[src/slps_pkg.sv]
// Shared constants for the serial link packing and setup pair.
// Assumes both ends compile against this package; nothing is imported.
package slps_pkg;
    // ==========================================================
    // Register map (addresses and values of the setup writes)
    localparam logic [15:0] ADDR_SOFT_RESET = 16'h0000;
    localparam logic [15:0] ADDR_PATH_RESET = 16'h0001;
    localparam logic [15:0] ADDR_POWER_MODE = 16'h0002;
    localparam logic [15:0] ADDR_BW_MODE = 16'h0200;
    localparam logic [15:0] ADDR_DECIM = 16'h0201;
    localparam logic [15:0] ADDR_RATE_RANGE = 16'h056E;
    localparam logic [15:0] ADDR_LINK_CFG = 16'h0570;
    localparam logic [15:0] ADDR_LINK_CTRL = 16'h0571;
    localparam logic [15:0] ADDR_CS_NP = 16'h058B;
    localparam logic [15:0] ADDR_SUB_N = 16'h058F;
    localparam logic [15:0] ADDR_STARTUP = 16'h1228;
    localparam logic [15:0] ADDR_PLL_CAL = 16'h1222;
    localparam logic [15:0] ADDR_LOCK_CLR = 16'h1262;
    localparam logic [7:0] VAL_SOFT_RESET = 8'h81;
    localparam logic [7:0] VAL_PATH_RESET = 8'h02;
    localparam logic [7:0] VAL_LINK_OFF = 8'h15;
    localparam logic [7:0] VAL_LINK_ON = 8'h14;
    localparam logic [7:0] VAL_FULL_BW = 8'h00;
    localparam logic [7:0] VAL_QUAD_CFG = 8'hFE;
    localparam logic [7:0] VAL_CS_NP16 = 8'h0F;
    localparam logic [7:0] VAL_SUB1_N16 = 8'h2F;
    localparam logic [7:0] VAL_STARTUP_RST = 8'h4F;
    localparam logic [7:0] VAL_STARTUP_RUN = 8'h0F;
    localparam logic [7:0] VAL_PLL_NORMAL = 8'h00;
    localparam logic [7:0] VAL_PLL_CAL_RST = 8'h04;
    localparam logic [7:0] VAL_LOCK_CLEAR = 8'h08;
    localparam logic [7:0] VAL_LOCK_RUN = 8'h00;
    localparam logic [7:0] RATE_MID = 8'h00;
    localparam logic [7:0] RATE_LOW = 8'h10;
    localparam logic [7:0] RATE_HIGH = 8'h30;
    localparam logic [7:0] RATE_LOWEST = 8'h50;
    localparam logic [1:0] POWER_FIELD_ON = 2'h0;
    localparam logic [7:0] DECIM_RESET = 8'h01;
    // ==========================================================
    // Link parameters used in quad-rate packing
    localparam int LINK_L = 8;
    localparam int LINK_M = 2;
    localparam int LINK_F = 2;
    localparam int LINK_S = 4;
    localparam int LINK_NP = 16;
    localparam int LINK_N = 16;
    localparam int LINK_CS = 0;
    localparam int LINK_CF = 0;
    localparam int LINK_HD = 0;
    localparam int UNSUPPORTED_CF = 2;
    localparam int SAMPLE_W = 12;
    localparam int SAMPLES_PER_FRAME = 5;
    localparam int FRAME_W = 64;
    localparam int LANE_W = 8;
    localparam int SPARE_W = FRAME_W - SAMPLE_W * SAMPLES_PER_FRAME;
    localparam int LANE_BITS_PER_SAMPLE = 4;
    localparam int QUAD_RATE_MULT = 4;
    // Lane rate limits in Mbps
    localparam int RATE_MAX_MBPS = 16000;
    localparam int RATE_MIN_MBPS = 3400;
    localparam int RATE_LOWSEL_MBPS = 6250;
    localparam int RATE_LOW_TOP_MBPS = 6750;
    localparam int RATE_MID_TOP_MBPS = 13500;
    localparam int RATE_LOWEST_TOP_MBPS = 3375;
    // ==========================================================
    // Host sequencer
    typedef enum logic [1:0] {SLPS_OP_NONE, SLPS_OP_WRITE} slps_op_t;
    localparam int SEQ_LEN = 15;
endpackage : slps_pkg

[src/slps_link_if.sv]
// Link between the host (receiver side) and the converter end.
// Carries the control-port writes toward the device and frames back.
interface slps_link_if;
    // Control port writes
    logic wrValid;
    logic wrReady;
    logic [15:0] wrAddr;
    logic [7:0] wrData;
    // Link status
    logic linkUp;
    logic [31:0] laneRateMbps;
    // Frames on the serial_output_lanes
    logic frameValid;
    logic frameReady;
    logic [slps_pkg::FRAME_W-1:0] frameData;

    modport device (input wrValid, wrAddr, wrData, frameReady,
        output wrReady, linkUp, laneRateMbps, frameValid, frameData);
    modport host (output wrValid, wrAddr, wrData, frameReady,
        input wrReady, linkUp, laneRateMbps, frameValid, frameData);
endinterface : slps_link_if

[src/slps_fifo.sv]
// Small synchronous FIFO with valid/ready on both sides.
// Assumes one clock and a synchronous active-high reset.
module slps_fifo #(
    parameter int WIDTH = 64,
    parameter int DEPTH = 4
) (
    // Clock and reset
    input wire logic clock,
    input wire logic sys_rst,
    // Fill side
    input wire logic inValid,
    output logic inReady,
    input wire logic [WIDTH-1:0] inData,
    // Drain side
    output logic outValid,
    input wire logic outReady,
    output logic [WIDTH-1:0] outData
);
    localparam int AW = $clog2(DEPTH);
    logic [WIDTH-1:0] mem [DEPTH];
    logic [AW-1:0] wrPtr_q, wrPtr_d, rdPtr_q, rdPtr_d;
    logic [AW:0] count_q, count_d;
    logic push, pop;

    assign inReady = (count_q != AW'(0) + (AW+1)'(DEPTH));
    assign outValid = (count_q != '0);
    assign outData = mem[rdPtr_q];
    assign push = inValid && inReady;
    assign pop = outValid && outReady;

    always_comb begin
        wrPtr_d = wrPtr_q;
        rdPtr_d = rdPtr_q;
        count_d = count_q;
        if (push) begin
            wrPtr_d = (wrPtr_q == AW'(DEPTH - 1)) ? '0 : wrPtr_q + 1'b1;
        end
        if (pop) begin
            rdPtr_d = (rdPtr_q == AW'(DEPTH - 1)) ? '0 : rdPtr_q + 1'b1;
        end
        if (push && !pop) begin
            count_d = count_q + 1'b1;
        end else if (pop && !push) begin
            count_d = count_q - 1'b1;
        end
    end

    always_ff @(posedge clock) begin
        if (sys_rst) begin
            wrPtr_q <= '0;
            rdPtr_q <= '0;
            count_q <= '0;
        end else begin
            wrPtr_q <= wrPtr_d;
            rdPtr_q <= rdPtr_d;
            count_q <= count_d;
        end
    end

    // Storage carries no reset; only pointers and count need a defined value
    always_ff @(posedge clock) begin
        if (push) begin
            mem[wrPtr_q] <= inData;
        end
    end
endmodule : slps_fifo

[src/slps_device.sv]
// Converter end: control-port register decode, link setup state and
// quad-rate sample packing onto one eight-lane link.
// Assumes the host issues the setup writes in order; one clock domain.
module slps_device #(
    parameter int ADC_CLOCK_MHZ = 2000,
    parameter int FIFO_DEPTH = 4
) (
    // Clock and reset
    input wire logic clock,
    input wire logic sys_rst,
    // Link toward the receiver end
    slps_link_if.device link,
    // Converter samples
    input wire logic sampleValid,
    input wire logic [slps_pkg::SAMPLE_W-1:0] sampleData,
    output logic sampleReady,
    // Pin and status
    input wire logic power_down_pin,
    output logic quadActive,
    output logic configError
);
    localparam int SW = slps_pkg::SAMPLE_W;
    localparam int NS = slps_pkg::SAMPLES_PER_FRAME;

    // ==========================================================
    // Configuration registers
    logic [7:0] linkCfg_q, linkCfg_d, csNp_q, csNp_d, subN_q, subN_d;
    logic [7:0] bwMode_q, bwMode_d, decim_q, decim_d, rate_q, rate_d;
    logic [7:0] linkCtrl_q, linkCtrl_d;
    logic [1:0] initStep_q, initStep_d;
    logic [2:0] pllStep_q, pllStep_d;
    logic linkUp_q, linkUp_d, pdSync1_q, pdSync2_q, pdPrev_q;
    logic [31:0] laneRate_q, laneRate_d;
    logic wr;

    assign wr = link.wrValid;
    assign link.wrReady = 1'b1;
    assign link.linkUp = linkUp_q;
    assign link.laneRateMbps = laneRate_q;

    always_comb begin
        logic reinit;
        reinit = 1'b0;
        linkCfg_d = linkCfg_q;
        csNp_d = csNp_q;
        subN_d = subN_q;
        bwMode_d = bwMode_q;
        decim_d = decim_q;
        rate_d = rate_q;
        linkCtrl_d = linkCtrl_q;
        initStep_d = initStep_q;
        pllStep_d = pllStep_q;
        linkUp_d = linkUp_q;
        if (wr) begin
            unique case (link.wrAddr)
                slps_pkg::ADDR_LINK_CFG: linkCfg_d = link.wrData;
                slps_pkg::ADDR_CS_NP: csNp_d = link.wrData;
                slps_pkg::ADDR_SUB_N: subN_d = link.wrData;
                slps_pkg::ADDR_BW_MODE: bwMode_d = link.wrData;
                slps_pkg::ADDR_DECIM: decim_d = link.wrData;
                slps_pkg::ADDR_RATE_RANGE: rate_d = link.wrData;
                slps_pkg::ADDR_LINK_CTRL: begin
                    // Power cycle 0x15 then 0x14 forces re-init
                    if (linkCtrl_q == slps_pkg::VAL_LINK_OFF &&
                        link.wrData == slps_pkg::VAL_LINK_ON) begin
                        reinit = 1'b1;
                    end
                    linkCtrl_d = link.wrData;
                end
                slps_pkg::ADDR_SOFT_RESET:
                    reinit = (link.wrData == slps_pkg::VAL_SOFT_RESET);
                slps_pkg::ADDR_PATH_RESET:
                    reinit = (link.wrData == slps_pkg::VAL_PATH_RESET);
                slps_pkg::ADDR_POWER_MODE:
                    reinit = (link.wrData[1:0] == slps_pkg::POWER_FIELD_ON);
                slps_pkg::ADDR_STARTUP: begin
                    if (link.wrData == slps_pkg::VAL_STARTUP_RST) begin
                        initStep_d = 2'h1;
                    end else if (link.wrData == slps_pkg::VAL_STARTUP_RUN &&
                                 initStep_q == 2'h1) begin
                        initStep_d = 2'h2;
                        pllStep_d = 3'h0;
                    end
                end
                slps_pkg::ADDR_PLL_CAL: begin
                    if (initStep_q == 2'h2) begin
                        if (pllStep_q == 3'h0 &&
                            link.wrData == slps_pkg::VAL_PLL_NORMAL) begin
                            pllStep_d = 3'h1;
                        end else if (pllStep_q == 3'h1 &&
                            link.wrData == slps_pkg::VAL_PLL_CAL_RST) begin
                            pllStep_d = 3'h2;
                        end else if (pllStep_q == 3'h2 &&
                            link.wrData == slps_pkg::VAL_PLL_NORMAL) begin
                            pllStep_d = 3'h3;
                        end
                    end
                end
                slps_pkg::ADDR_LOCK_CLR: begin
                    if (pllStep_q == 3'h3 &&
                        link.wrData == slps_pkg::VAL_LOCK_CLEAR) begin
                        pllStep_d = 3'h4;
                    end else if (pllStep_q == 3'h4 &&
                        link.wrData == slps_pkg::VAL_LOCK_RUN) begin
                        initStep_d = 2'h3;
                        linkUp_d = 1'b1;
                    end
                end
                default: ;
            endcase
        end
        // Power-up via the pin also loses link state
        if (pdPrev_q && !pdSync2_q) begin
            reinit = 1'b1;
        end
        if (reinit) begin
            initStep_d = 2'h0;
            pllStep_d = 3'h0;
            linkUp_d = 1'b0;
        end
        if (pdSync2_q) begin
            linkUp_d = 1'b0;
        end
    end

    // Lane rate = M*N'*10/8*fout/L, fout = adc clock / decimation.
    // Quad packing carries five samples in 64 bits, so its lanes run at
    // four times fout, below what the general formula would give.
    always_comb begin
        logic [31:0] fout;
        fout = 32'(ADC_CLOCK_MHZ) / ((decim_q == 8'h00) ? 32'h1 :
               32'(decim_q));
        if (linkCfg_q == slps_pkg::VAL_QUAD_CFG) begin
            laneRate_d = 32'(slps_pkg::QUAD_RATE_MULT) * fout;
        end else begin
            laneRate_d = 32'((slps_pkg::LINK_M * slps_pkg::LINK_NP * 10) *
                         fout / (8 * slps_pkg::LINK_L));
        end
    end

    always_ff @(posedge clock) begin
        if (sys_rst) begin
            linkCfg_q <= 8'h00;
            csNp_q <= 8'h00;
            subN_q <= 8'h00;
            bwMode_q <= 8'h00;
            decim_q <= slps_pkg::DECIM_RESET;
            rate_q <= slps_pkg::RATE_MID;
            linkCtrl_q <= 8'h00;
            initStep_q <= 2'h0;
            pllStep_q <= 3'h0;
            linkUp_q <= 1'b0;
            laneRate_q <= 32'h0;
            pdSync1_q <= 1'b0;
            pdSync2_q <= 1'b0;
            pdPrev_q <= 1'b0;
        end else begin
            linkCfg_q <= linkCfg_d;
            csNp_q <= csNp_d;
            subN_q <= subN_d;
            bwMode_q <= bwMode_d;
            decim_q <= decim_d;
            rate_q <= rate_d;
            linkCtrl_q <= linkCtrl_d;
            initStep_q <= initStep_d;
            pllStep_q <= pllStep_d;
            linkUp_q <= linkUp_d;
            laneRate_q <= laneRate_d;
            pdSync1_q <= power_down_pin;
            pdSync2_q <= pdSync1_q;
            pdPrev_q <= pdSync2_q;
        end
    end

    // ==========================================================
    // Mode qualification
    logic quad, quadActive_q, cfgErr_q;
    // Only the S4/N'16/CF0 set is accepted; the CF2 set has no encoding
    assign quad = linkCfg_q == slps_pkg::VAL_QUAD_CFG &&
                  csNp_q == slps_pkg::VAL_CS_NP16 &&
                  subN_q == slps_pkg::VAL_SUB1_N16 &&
                  bwMode_q == slps_pkg::VAL_FULL_BW &&
                  linkUp_q;
    always_ff @(posedge clock) begin
        if (sys_rst) begin
            quadActive_q <= 1'b0;
            cfgErr_q <= 1'b0;
        end else begin
            quadActive_q <= quad;
            cfgErr_q <= (linkCfg_q == slps_pkg::VAL_QUAD_CFG) &&
                        (bwMode_q != slps_pkg::VAL_FULL_BW);
        end
    end
    assign quadActive = quadActive_q;
    assign configError = cfgErr_q;

    // ==========================================================
    // Packing: five samples, oldest at the top, spare bits zero
    logic [SW*NS-1:0] acc_q, acc_d;
    logic [2:0] cnt_q, cnt_d;
    logic pkValid_q, pkValid_d, fifoReady;

    assign sampleReady = quad && !pkValid_q;
    always_comb begin
        acc_d = acc_q;
        cnt_d = cnt_q;
        pkValid_d = pkValid_q;
        if (pkValid_q && fifoReady) begin
            pkValid_d = 1'b0;
        end
        if (sampleValid && sampleReady) begin
            acc_d = {acc_q[SW*(NS-1)-1:0], sampleData};
            if (cnt_q == 3'(NS - 1)) begin
                cnt_d = 3'h0;
                pkValid_d = 1'b1;
            end else begin
                cnt_d = cnt_q + 3'h1;
            end
        end
        if (!quad) begin
            cnt_d = 3'h0;
        end
    end
    always_ff @(posedge clock) begin
        if (sys_rst) begin
            acc_q <= '0;
            cnt_q <= 3'h0;
            pkValid_q <= 1'b0;
        end else begin
            acc_q <= acc_d;
            cnt_q <= cnt_d;
            pkValid_q <= pkValid_d;
        end
    end

    slps_fifo #(.WIDTH(slps_pkg::FRAME_W), .DEPTH(FIFO_DEPTH)) uFifo (
        .clock(clock),
        .sys_rst(sys_rst),
        .inValid(pkValid_q),
        .inReady(fifoReady),
        .inData({acc_q, {slps_pkg::SPARE_W{1'b0}}}),
        .outValid(link.frameValid),
        .outReady(link.frameReady),
        .outData(link.frameData)
    );
endmodule : slps_device

[src/flat_wrapper.sv]
// flat-port wrapper written by rule: the top's interface ports become plain ports
module slps_device_flat 
#(
    parameter int ADC_CLOCK_MHZ = 2000,
    parameter int FIFO_DEPTH = 4
)
  (clock, sys_rst, sampleValid, sampleData, sampleReady, power_down_pin, quadActive, configError, link_wrValid, link_wrAddr, link_wrData, link_frameReady, link_wrReady, link_linkUp, link_laneRateMbps, link_frameValid, link_frameData);
  slps_link_if link_i ();
  input wire logic clock;
  input wire logic sys_rst;
  input wire logic sampleValid;
  input wire logic [slps_pkg::SAMPLE_W-1:0] sampleData;
  output logic sampleReady;
  input wire logic power_down_pin;
  output logic quadActive;
  output logic configError;
  input wire logic [$bits(link_i.wrValid)-1:0] link_wrValid;
  input wire logic [$bits(link_i.wrAddr)-1:0] link_wrAddr;
  input wire logic [$bits(link_i.wrData)-1:0] link_wrData;
  input wire logic [$bits(link_i.frameReady)-1:0] link_frameReady;
  output wire logic [$bits(link_i.wrReady)-1:0] link_wrReady;
  output wire logic [$bits(link_i.linkUp)-1:0] link_linkUp;
  output wire logic [$bits(link_i.laneRateMbps)-1:0] link_laneRateMbps;
  output wire logic [$bits(link_i.frameValid)-1:0] link_frameValid;
  output wire logic [$bits(link_i.frameData)-1:0] link_frameData;
  assign link_i.wrValid = link_wrValid;
  assign link_i.wrAddr = link_wrAddr;
  assign link_i.wrData = link_wrData;
  assign link_i.frameReady = link_frameReady;
  assign link_wrReady = link_i.wrReady;
  assign link_linkUp = link_i.linkUp;
  assign link_laneRateMbps = link_i.laneRateMbps;
  assign link_frameValid = link_i.frameValid;
  assign link_frameData = link_i.frameData;
  slps_device #(.ADC_CLOCK_MHZ(ADC_CLOCK_MHZ), .FIFO_DEPTH(FIFO_DEPTH)) u_core (.clock(clock), .sys_rst(sys_rst), .link(link_i), .sampleValid(sampleValid), .sampleData(sampleData), .sampleReady(sampleReady), .power_down_pin(power_down_pin), .quadActive(quadActive), .configError(configError));
endmodule
[config.mk]
export PLATFORM = sky130hd
export DESIGN_NAME = slps_device_flat
export DESIGN_NICKNAME = d
export VERILOG_FILES = /design/src/slps_pkg.sv /design/src/slps_link_if.sv /design/src/slps_fifo.sv /design/src/slps_device.sv /design/src/flat_wrapper.sv
export SDC_FILE = /design/constraint.sdc
export NUM_CORES = 1
export LEC_CHECK = 0
export ABC_AREA = 1
export BUFFER_PORTS_ARGS = -buffer_cell sky130_fd_sc_hd__clkbuf_2
export CAP_MARGIN = 20
export CELL_PAD_IN_SITES_DETAIL_PLACEMENT = 0
export CELL_PAD_IN_SITES_GLOBAL_PLACEMENT = 1
export CORE_MARGIN = 2
export CORE_UTILIZATION = 40
export DETAILED_ROUTE_END_ITERATION = 8
export GPL_TIMING_DRIVEN = 0
export PLACE_DENSITY_LB_ADDON = 0.25
export SLEW_MARGIN = 20
export SYNTH_ARGS = -nofsm -noshare
export SYNTH_HDL_FRONTEND = slang
export SYNTH_SLANG_ARGS = --single-unit
[constraint.sdc]
create_clock -name clock -period 57 [get_ports clock]
set_input_delay 2.85 -clock clock [delete_from_list [all_inputs] [get_ports clock]]
set_output_delay 2.85 -clock clock [all_outputs]
set_load 0.005 [all_outputs]
Yosys cells after proc, flatten, opt, wreduce, memory -nomap -nowiden --
Memory sizes are Yosys's and may differ from the RTL's. A register that Yosys moved wholly into a read port is not among the register bits. Cells that the tools add are included.
Operators by class: multiply operators 1, mux-type cells 31, bitwise logic cells 3, reductions and logical operators 48, div/mod/pow operators 1, eq/ne operators 40, $add $sub $neg 5
Operators with widths (count):
- 16-bit by 11-bit equality test with 1-bit output (second input constant) | 4
- 16-bit by 13-bit equality test with 1-bit output (second input constant) | 3
- 11-bit by 32-bit divider with 32-bit output (first input constant) | 1
- 16-bit by 10-bit equality test with 1-bit output (second input constant) | 2
- 3-bit by 32-bit multiplier with 26-bit output (first input constant) | 1
- 3-bit two-way mux | 10
- 26-bit two-way mux | 1
- 8-bit by 4-bit equality test with 1-bit output (second input constant) | 3
- 8-bit zero test | 3
- 1-bit logical AND | 19
- 16-bit by 1-bit equality test with 1-bit output (second input constant) | 1
- 16-bit by 2-bit equality test with 1-bit output (second input constant) | 1
- 8-bit by 5-bit equality test with 1-bit output (second input constant) | 2
- 8-bit equality test (second input constant) | 2
- 16-bit zero test | 1
- 2-bit two-way mux | 8
- 2-bit AND reduction | 6
- 3-bit case mux with 3 select lines | 1
- 8-bit by 2-bit equality test with 1-bit output (second input constant) | 1
- 8-bit by 3-bit equality test with 1-bit output (second input constant) | 1
- 8-bit by 6-bit equality test with 1-bit output (second input constant) | 1
- 8-bit by 7-bit equality test with 1-bit output (second input constant) | 1
- 1-bit two-way mux | 8
- 8-bit two-way mux | 1
- 27 further kinds | 47
Word-level totals: input port bits 42, output and inout port bits 102, RAM bits 240, memories kept 1, flip-flop bits (word level) 162, word-level logic and storage cells 153
Memory list:
- u_core.uFifo.mem | words 4, bits a word 60, read ports 1, clocked after Yosys merged registers in 1, wr ports 1, RTL line slps_fifo.sv:20 | logic [WIDTH-1:0] mem [DEPTH];

Longest topological paths before layout --
depth in word-level cells 8, depth in mapped cells 469, gate-level depth less buffers 428

Modules after synthesis --
From an unflattened synthesis, not the netlist that was laid out.
Unflattened totals: cells, all modules 6049, area total of the unflattened synthesis 41582.4 µm²
Modules (own cells, without submodules):
- slps_device | cells each 5361, seq. area each 3103.0 µm², instances 1, area an instance 31590.3 µm²
- slps_fifo | cells each 688, seq. area each 7867.5 µm², instances 1, area an instance 9992.1 µm²

Worst setup path after synthesis --
OpenSTA, ideal clock, no wires.
path type register -> register, start register u_core.decim_q[1], end register u_core.laneRate_q[25] (netlist: u_core.link.laneRateMbps[25]), setup time 115 ps, cell stages (with the launch flop) 447, path slack -3424 ps, period minus slack after synthesis 60424 ps, buffers on the path 43, data required time 56885 ps, arrival time 60310 ps, path through dfxtp_1 > inv_2 > nand2_1 > o21ai_4 > inv_4 > buf_6 > clkbuf_1 > buf_1 > ha_1 > buf_4 > nand2_1 > nor2_1 > nand2_1 > inv_1 > ha_1 > inv_1 > nor2_1 > nand4_2 > [411 not listed] > o21ai_0 > a21oi_1 > o21bai_1 > a21o_1 > a21oi_1 > o21ai_0 > nand2_1 > inv_1 > o21ai_0 > nand2_1 > nand2_1 > inv_1 > o21ai_0 > nand2_1 > xnor2_1 > nor2_1 > a21oi_1 > o21a_1
Between the ends: word-level cells in the longest chain between the ends 5
RTL lines:
- start, declared | RTL line slps_device.sv:28 | logic [7:0] bwMode_q, bwMode_d, decim_q, decim_d, rate_q, rate_d;
- start signal, assigned | RTL line slps_device.sv:147 | decim_q <= slps_pkg::DECIM_RESET;
- start signal, assigned | RTL line slps_device.sv:162 | decim_q <= decim_d;
- 8-bit zero test | RTL line slps_device.sv:131 | fout = 32'(ADC_CLOCK_MHZ) / ((decim_q == 8'h00) ? 32'h1 :
- 8-bit two-way mux (*) | RTL line slps_device.sv:131
- 11-bit by 32-bit divider with 32-bit output (*) | RTL line slps_device.sv:131
- 3-bit by 32-bit multiplier with 26-bit output | RTL line slps_device.sv:136 | laneRate_d = 32'((slps_pkg::LINK_M * slps_pkg::LINK_NP * 10) *
- 26-bit two-way mux (*) | RTL line slps_device.sv:133 | if (linkCfg_q == slps_pkg::VAL_QUAD_CFG) begin
- end signal, assigned | RTL line slps_device.sv:168 | laneRate_q <= laneRate_d;
- end, declared | RTL line slps_device.sv:33 | logic [31:0] laneRate_q, laneRate_d;
Every way passes the cells marked *; elsewhere a longest branch is shown, timed or not. A chain may end at the register's enable or synchronous reset.

Worst setup path in the final report --
start register u_core.decim_q[7], end register u_core.laneRate_q[25] (netlist: u_core.link.laneRateMbps[25])
The elaborated chain is that of the path after synthesis.

==> results_dict.tcl <==
set metrics [dict create \
    status "complete, no violations" \
    yosysTopAreaCellShare 0.175 \
    drive_gt1_frac 0.272 \
    gp_congestion 0.908 \
    crit_family "simple AND/OR/NAND/NOR gates" \
    drv_slew 0 \
    synth.distinct_cells 76 \
    relSlewSlack 0.355 \
    synth.area.top_cells "edfxtp_1 17%, nand2_1 11%, dfxtp_1 8.0%, ha_1 7.6%, inv_1 7.2%" \
    start_util 0.404 \
    min_path_type "register to register" \
    worst_pin_slew_ns 0.967 \
    die-height_um 325 \
    reg2reg_depth 444 \
    finalWorstSetupSlack_ns 2.72 \
    whs_ns 0.431 \
    syn-cell-area_sq_um 41200 \
    critPathKind "register to register" \
    cp.arrival_ns 54.79 \
    cts_max_path_buffers 3 \
    die_area_sq_um 106000 \
    fin_nets 6933 \
    hold_viol 0 \
    die_x_um 325 \
    io_buffer_count 138 \
    cts_root_buf "clkbuf_16" \
    cp-start-kind "register" \
    synth_fa_ha_area_frac 0.0766 \
    postPlaceCellArea_sq_um 44300 \
    fmax_ghz 0.0184 \
    synthSimpleGateAreaFrac 0.368 \
    grtUsageTotal 0.238 \
    grt_max_degree 25 \
    dp_hpwl_um 99900 \
    yosysMostFrequentCell "nand2_1" \
    ys.warnings.count 0 \
    h-tree-depth 2 \
    area_growth_pct 26.3 \
    maxCapViolations 0 \
    cts_hold_buffers 0 \
    post-route-min-period_ns 54.28 \
    clkTransAtPathRegs_ns 0.07 \
    crit_cells 444 \
    worstPathRequired_ns 57.51 \
    synth_top_family_by_area "simple AND/OR/NAND/NOR gates" \
    grt_pass1_vias 38400 \
    vias_per_cell 5.21 \
    core_area_sq_um 102000 \
    slowest_delay_ns 0.37 \
    numCtsBuffers 42 \
    critPathMaxFanout 11 \
    wl_um 134000 \
    netlist_instances 5994 \
    synthMuxAreaShare 0 \
    skew_ns 0.0260 \
    antenna_found_initial 0 \
    avgRoutedWirePerCell_um 16.6 \
    synth_flop_cell "edfxtp_1" \
    diodes 0 \
    dp_slack_ns -11.97 \
    drc 0 \
    synthTopCellsByCount "1,180 x nand2_1, 788 x inv_1, 624 x nor2_1, 462 x o21ai_0, 438 x nand3_1" \
    drt_iter0_drc 2574 \
    setup_viol 0 \
    place_inst 7520 \
    vias 41900 \
    cp-end-kind "register" \
    avgSynthCellArea_sq_um 6.88 \
    critPathBufInv 120 \
    timing.critical_path.mode_cell "nand2_2" \
    synth_edf_count 240 \
    synth_seq_area_share 0.255 \
    finalCritPeriodShare 0.952 \
    crit_path_top_delay_cell "fa_2" \
    synthArstFlopShare 0 \
    grt_pass1_wl_um 207000 \
    drt-pass1-iter-count 7 \
    core.rowCount 117 \
    synth_top_cell_by_area "edfxtp_1" \
    overflow 0 \
    clk_latency_ns 0.60 \
    ios 144 \
    ant_nets 0 \
    synth_xor_xnor_area_share 0.0480 \
    finalNonFillerCells 8041 \
    cts_sinks 404 \
    synth-compound-area-share 0.148 \
    cts_tree "yes" \
    whs_path_depth 2 \
    final_area_sq_um 52100 \
    ys_ff_latch 404 \
]
==> metrics by stage <==
stage	TNS, ns	utilization
floorplan	0	-
global placement	-244.00	0.430
detailed placement	-248.13	0.435
CTS	0	0.480
global route	-1.04	0.510
finish	0	0.510
==> worst register-to-register path, delay by kind of cell (launching register included) <==
kind                       cells  cell delay, ns
adders and majority gates     33            8.72
and+or+nand+nor              169           16.75
xor gates and xnor gates       3            0.50
buffers and inverters        120           12.51
AOI/OAI and AO/OA            119           15.32
DFF                            1            0.36
==> metal layers <==
| layer | wire, um | vias up | GRT usage |
|---|---|---|---|
| li1 | - | 21300 | - |
| met1 | 62600 | 19700 | 0.330 |
| met4 | 2400 | 0 | 0.0453 |
| met3 | 5030 | 132 | 0.0176 |
| met5 | 0 | - | 0 |
| met2 | 63800 | 778 | 0.406 |
==> worst paths after layout <==
| check | endpoint | slack (ns) | startpoint |
|---|---|---|---|
| hold reg to reg | u_core.pdSync2_q | 0.43 | u_core.pdSync1_q |
| setup / recovery | u_core.link.laneRateMbps[25] | 2.72 | u_core.decim_q[7] |
| hold / removal | u_core.pdSync2_q | 0.43 | u_core.pdSync1_q |
| setup reg to reg | u_core.link.laneRateMbps[25] | 2.72 | u_core.decim_q[7] |
==> layout make-up <==
cell class / count / area (sq um)
clock buffer: 57 / 1220
inverter: 867 / 3400
tap: 1368 / 1710
timing repair buffer: 610 / 4760
buffer: 145 / 1210
sequential: 404 / 10500
timing repair inverter: 1 / 8.76
clock inverter: 20 / 284
multi-input combinational: 4569 / 29000
fill: 10200 / 50000
==> cell usage in the layout, fill, tap and decap left out, types with 21 or more instances in the layout <==
cell and count:
buf_8 25, ha_4 62, buf_6 32, o21ai_0 360
clkbuf_2 138, nand3b_1 29, dfxtp_1 160, o21ai_2 115
a21oi_4 23, inv_1 732, ha_1 176, a211oi_1 23
clkbuf_16 52, nor2_1 591, nand3_4 30, buf_12 21
xor2_1 152, o22ai_1 66, nand2_1 1114, nand3_2 108
edfxtp_1 240, nand2_2 231, a21oi_2 48, clkbuf_1 80
nand3_1 425, inv_2 90, nand2_4 57, o21ai_1 61
nor3_1 44, xnor2_1 71, nand4_1 149, nor2_2 79
o21ai_4 23, a21oi_1 238, buf_4 433, nor2_4 73
o21bai_1 33
==> state kept, by name (all words and copies together) (netlist names), 3 cells and up, named ones only <==
| signal | cells |
|---|---|
| u_core.uFifo.mem | 240 |
| u_core.cnt_q | 3 |
| u_core.uFifo.count_q | 3 |
| u_core.pllStep_q | 3 |
| u_core.csNp_q | 8 |
| u_core.bwMode_q | 8 |
| u_core.linkCfg_q | 8 |
| u_core.link.laneRateMbps | 32 |
| u_core.subN_q | 8 |
| u_core.acc_q | 60 |
| u_core.linkCtrl_q | 8 |
| u_core.decim_q | 8 |
==> timing repair <==
action,in CTS,in global routing
pin swaps,179,278
hold endpoints to repair,0,0
gates resized for setup,341,363
endpoints found under the setup margin,26,26
gates cloned,11,8
buffers inserted,240,197
==> logic make-up after synthesis <==
logic type                 Yosys count
and+or+nand+nor                   3011
adders and majority gates          251
DFF                                404
AOI/OAI and AO/OA                 1076
xor gates and xnor gates           226
other                                2
buffers and inverters             1024
Power is not shown: default switching activity piles up to over one toggle a cycle in this logic, so the estimate is an artifact.
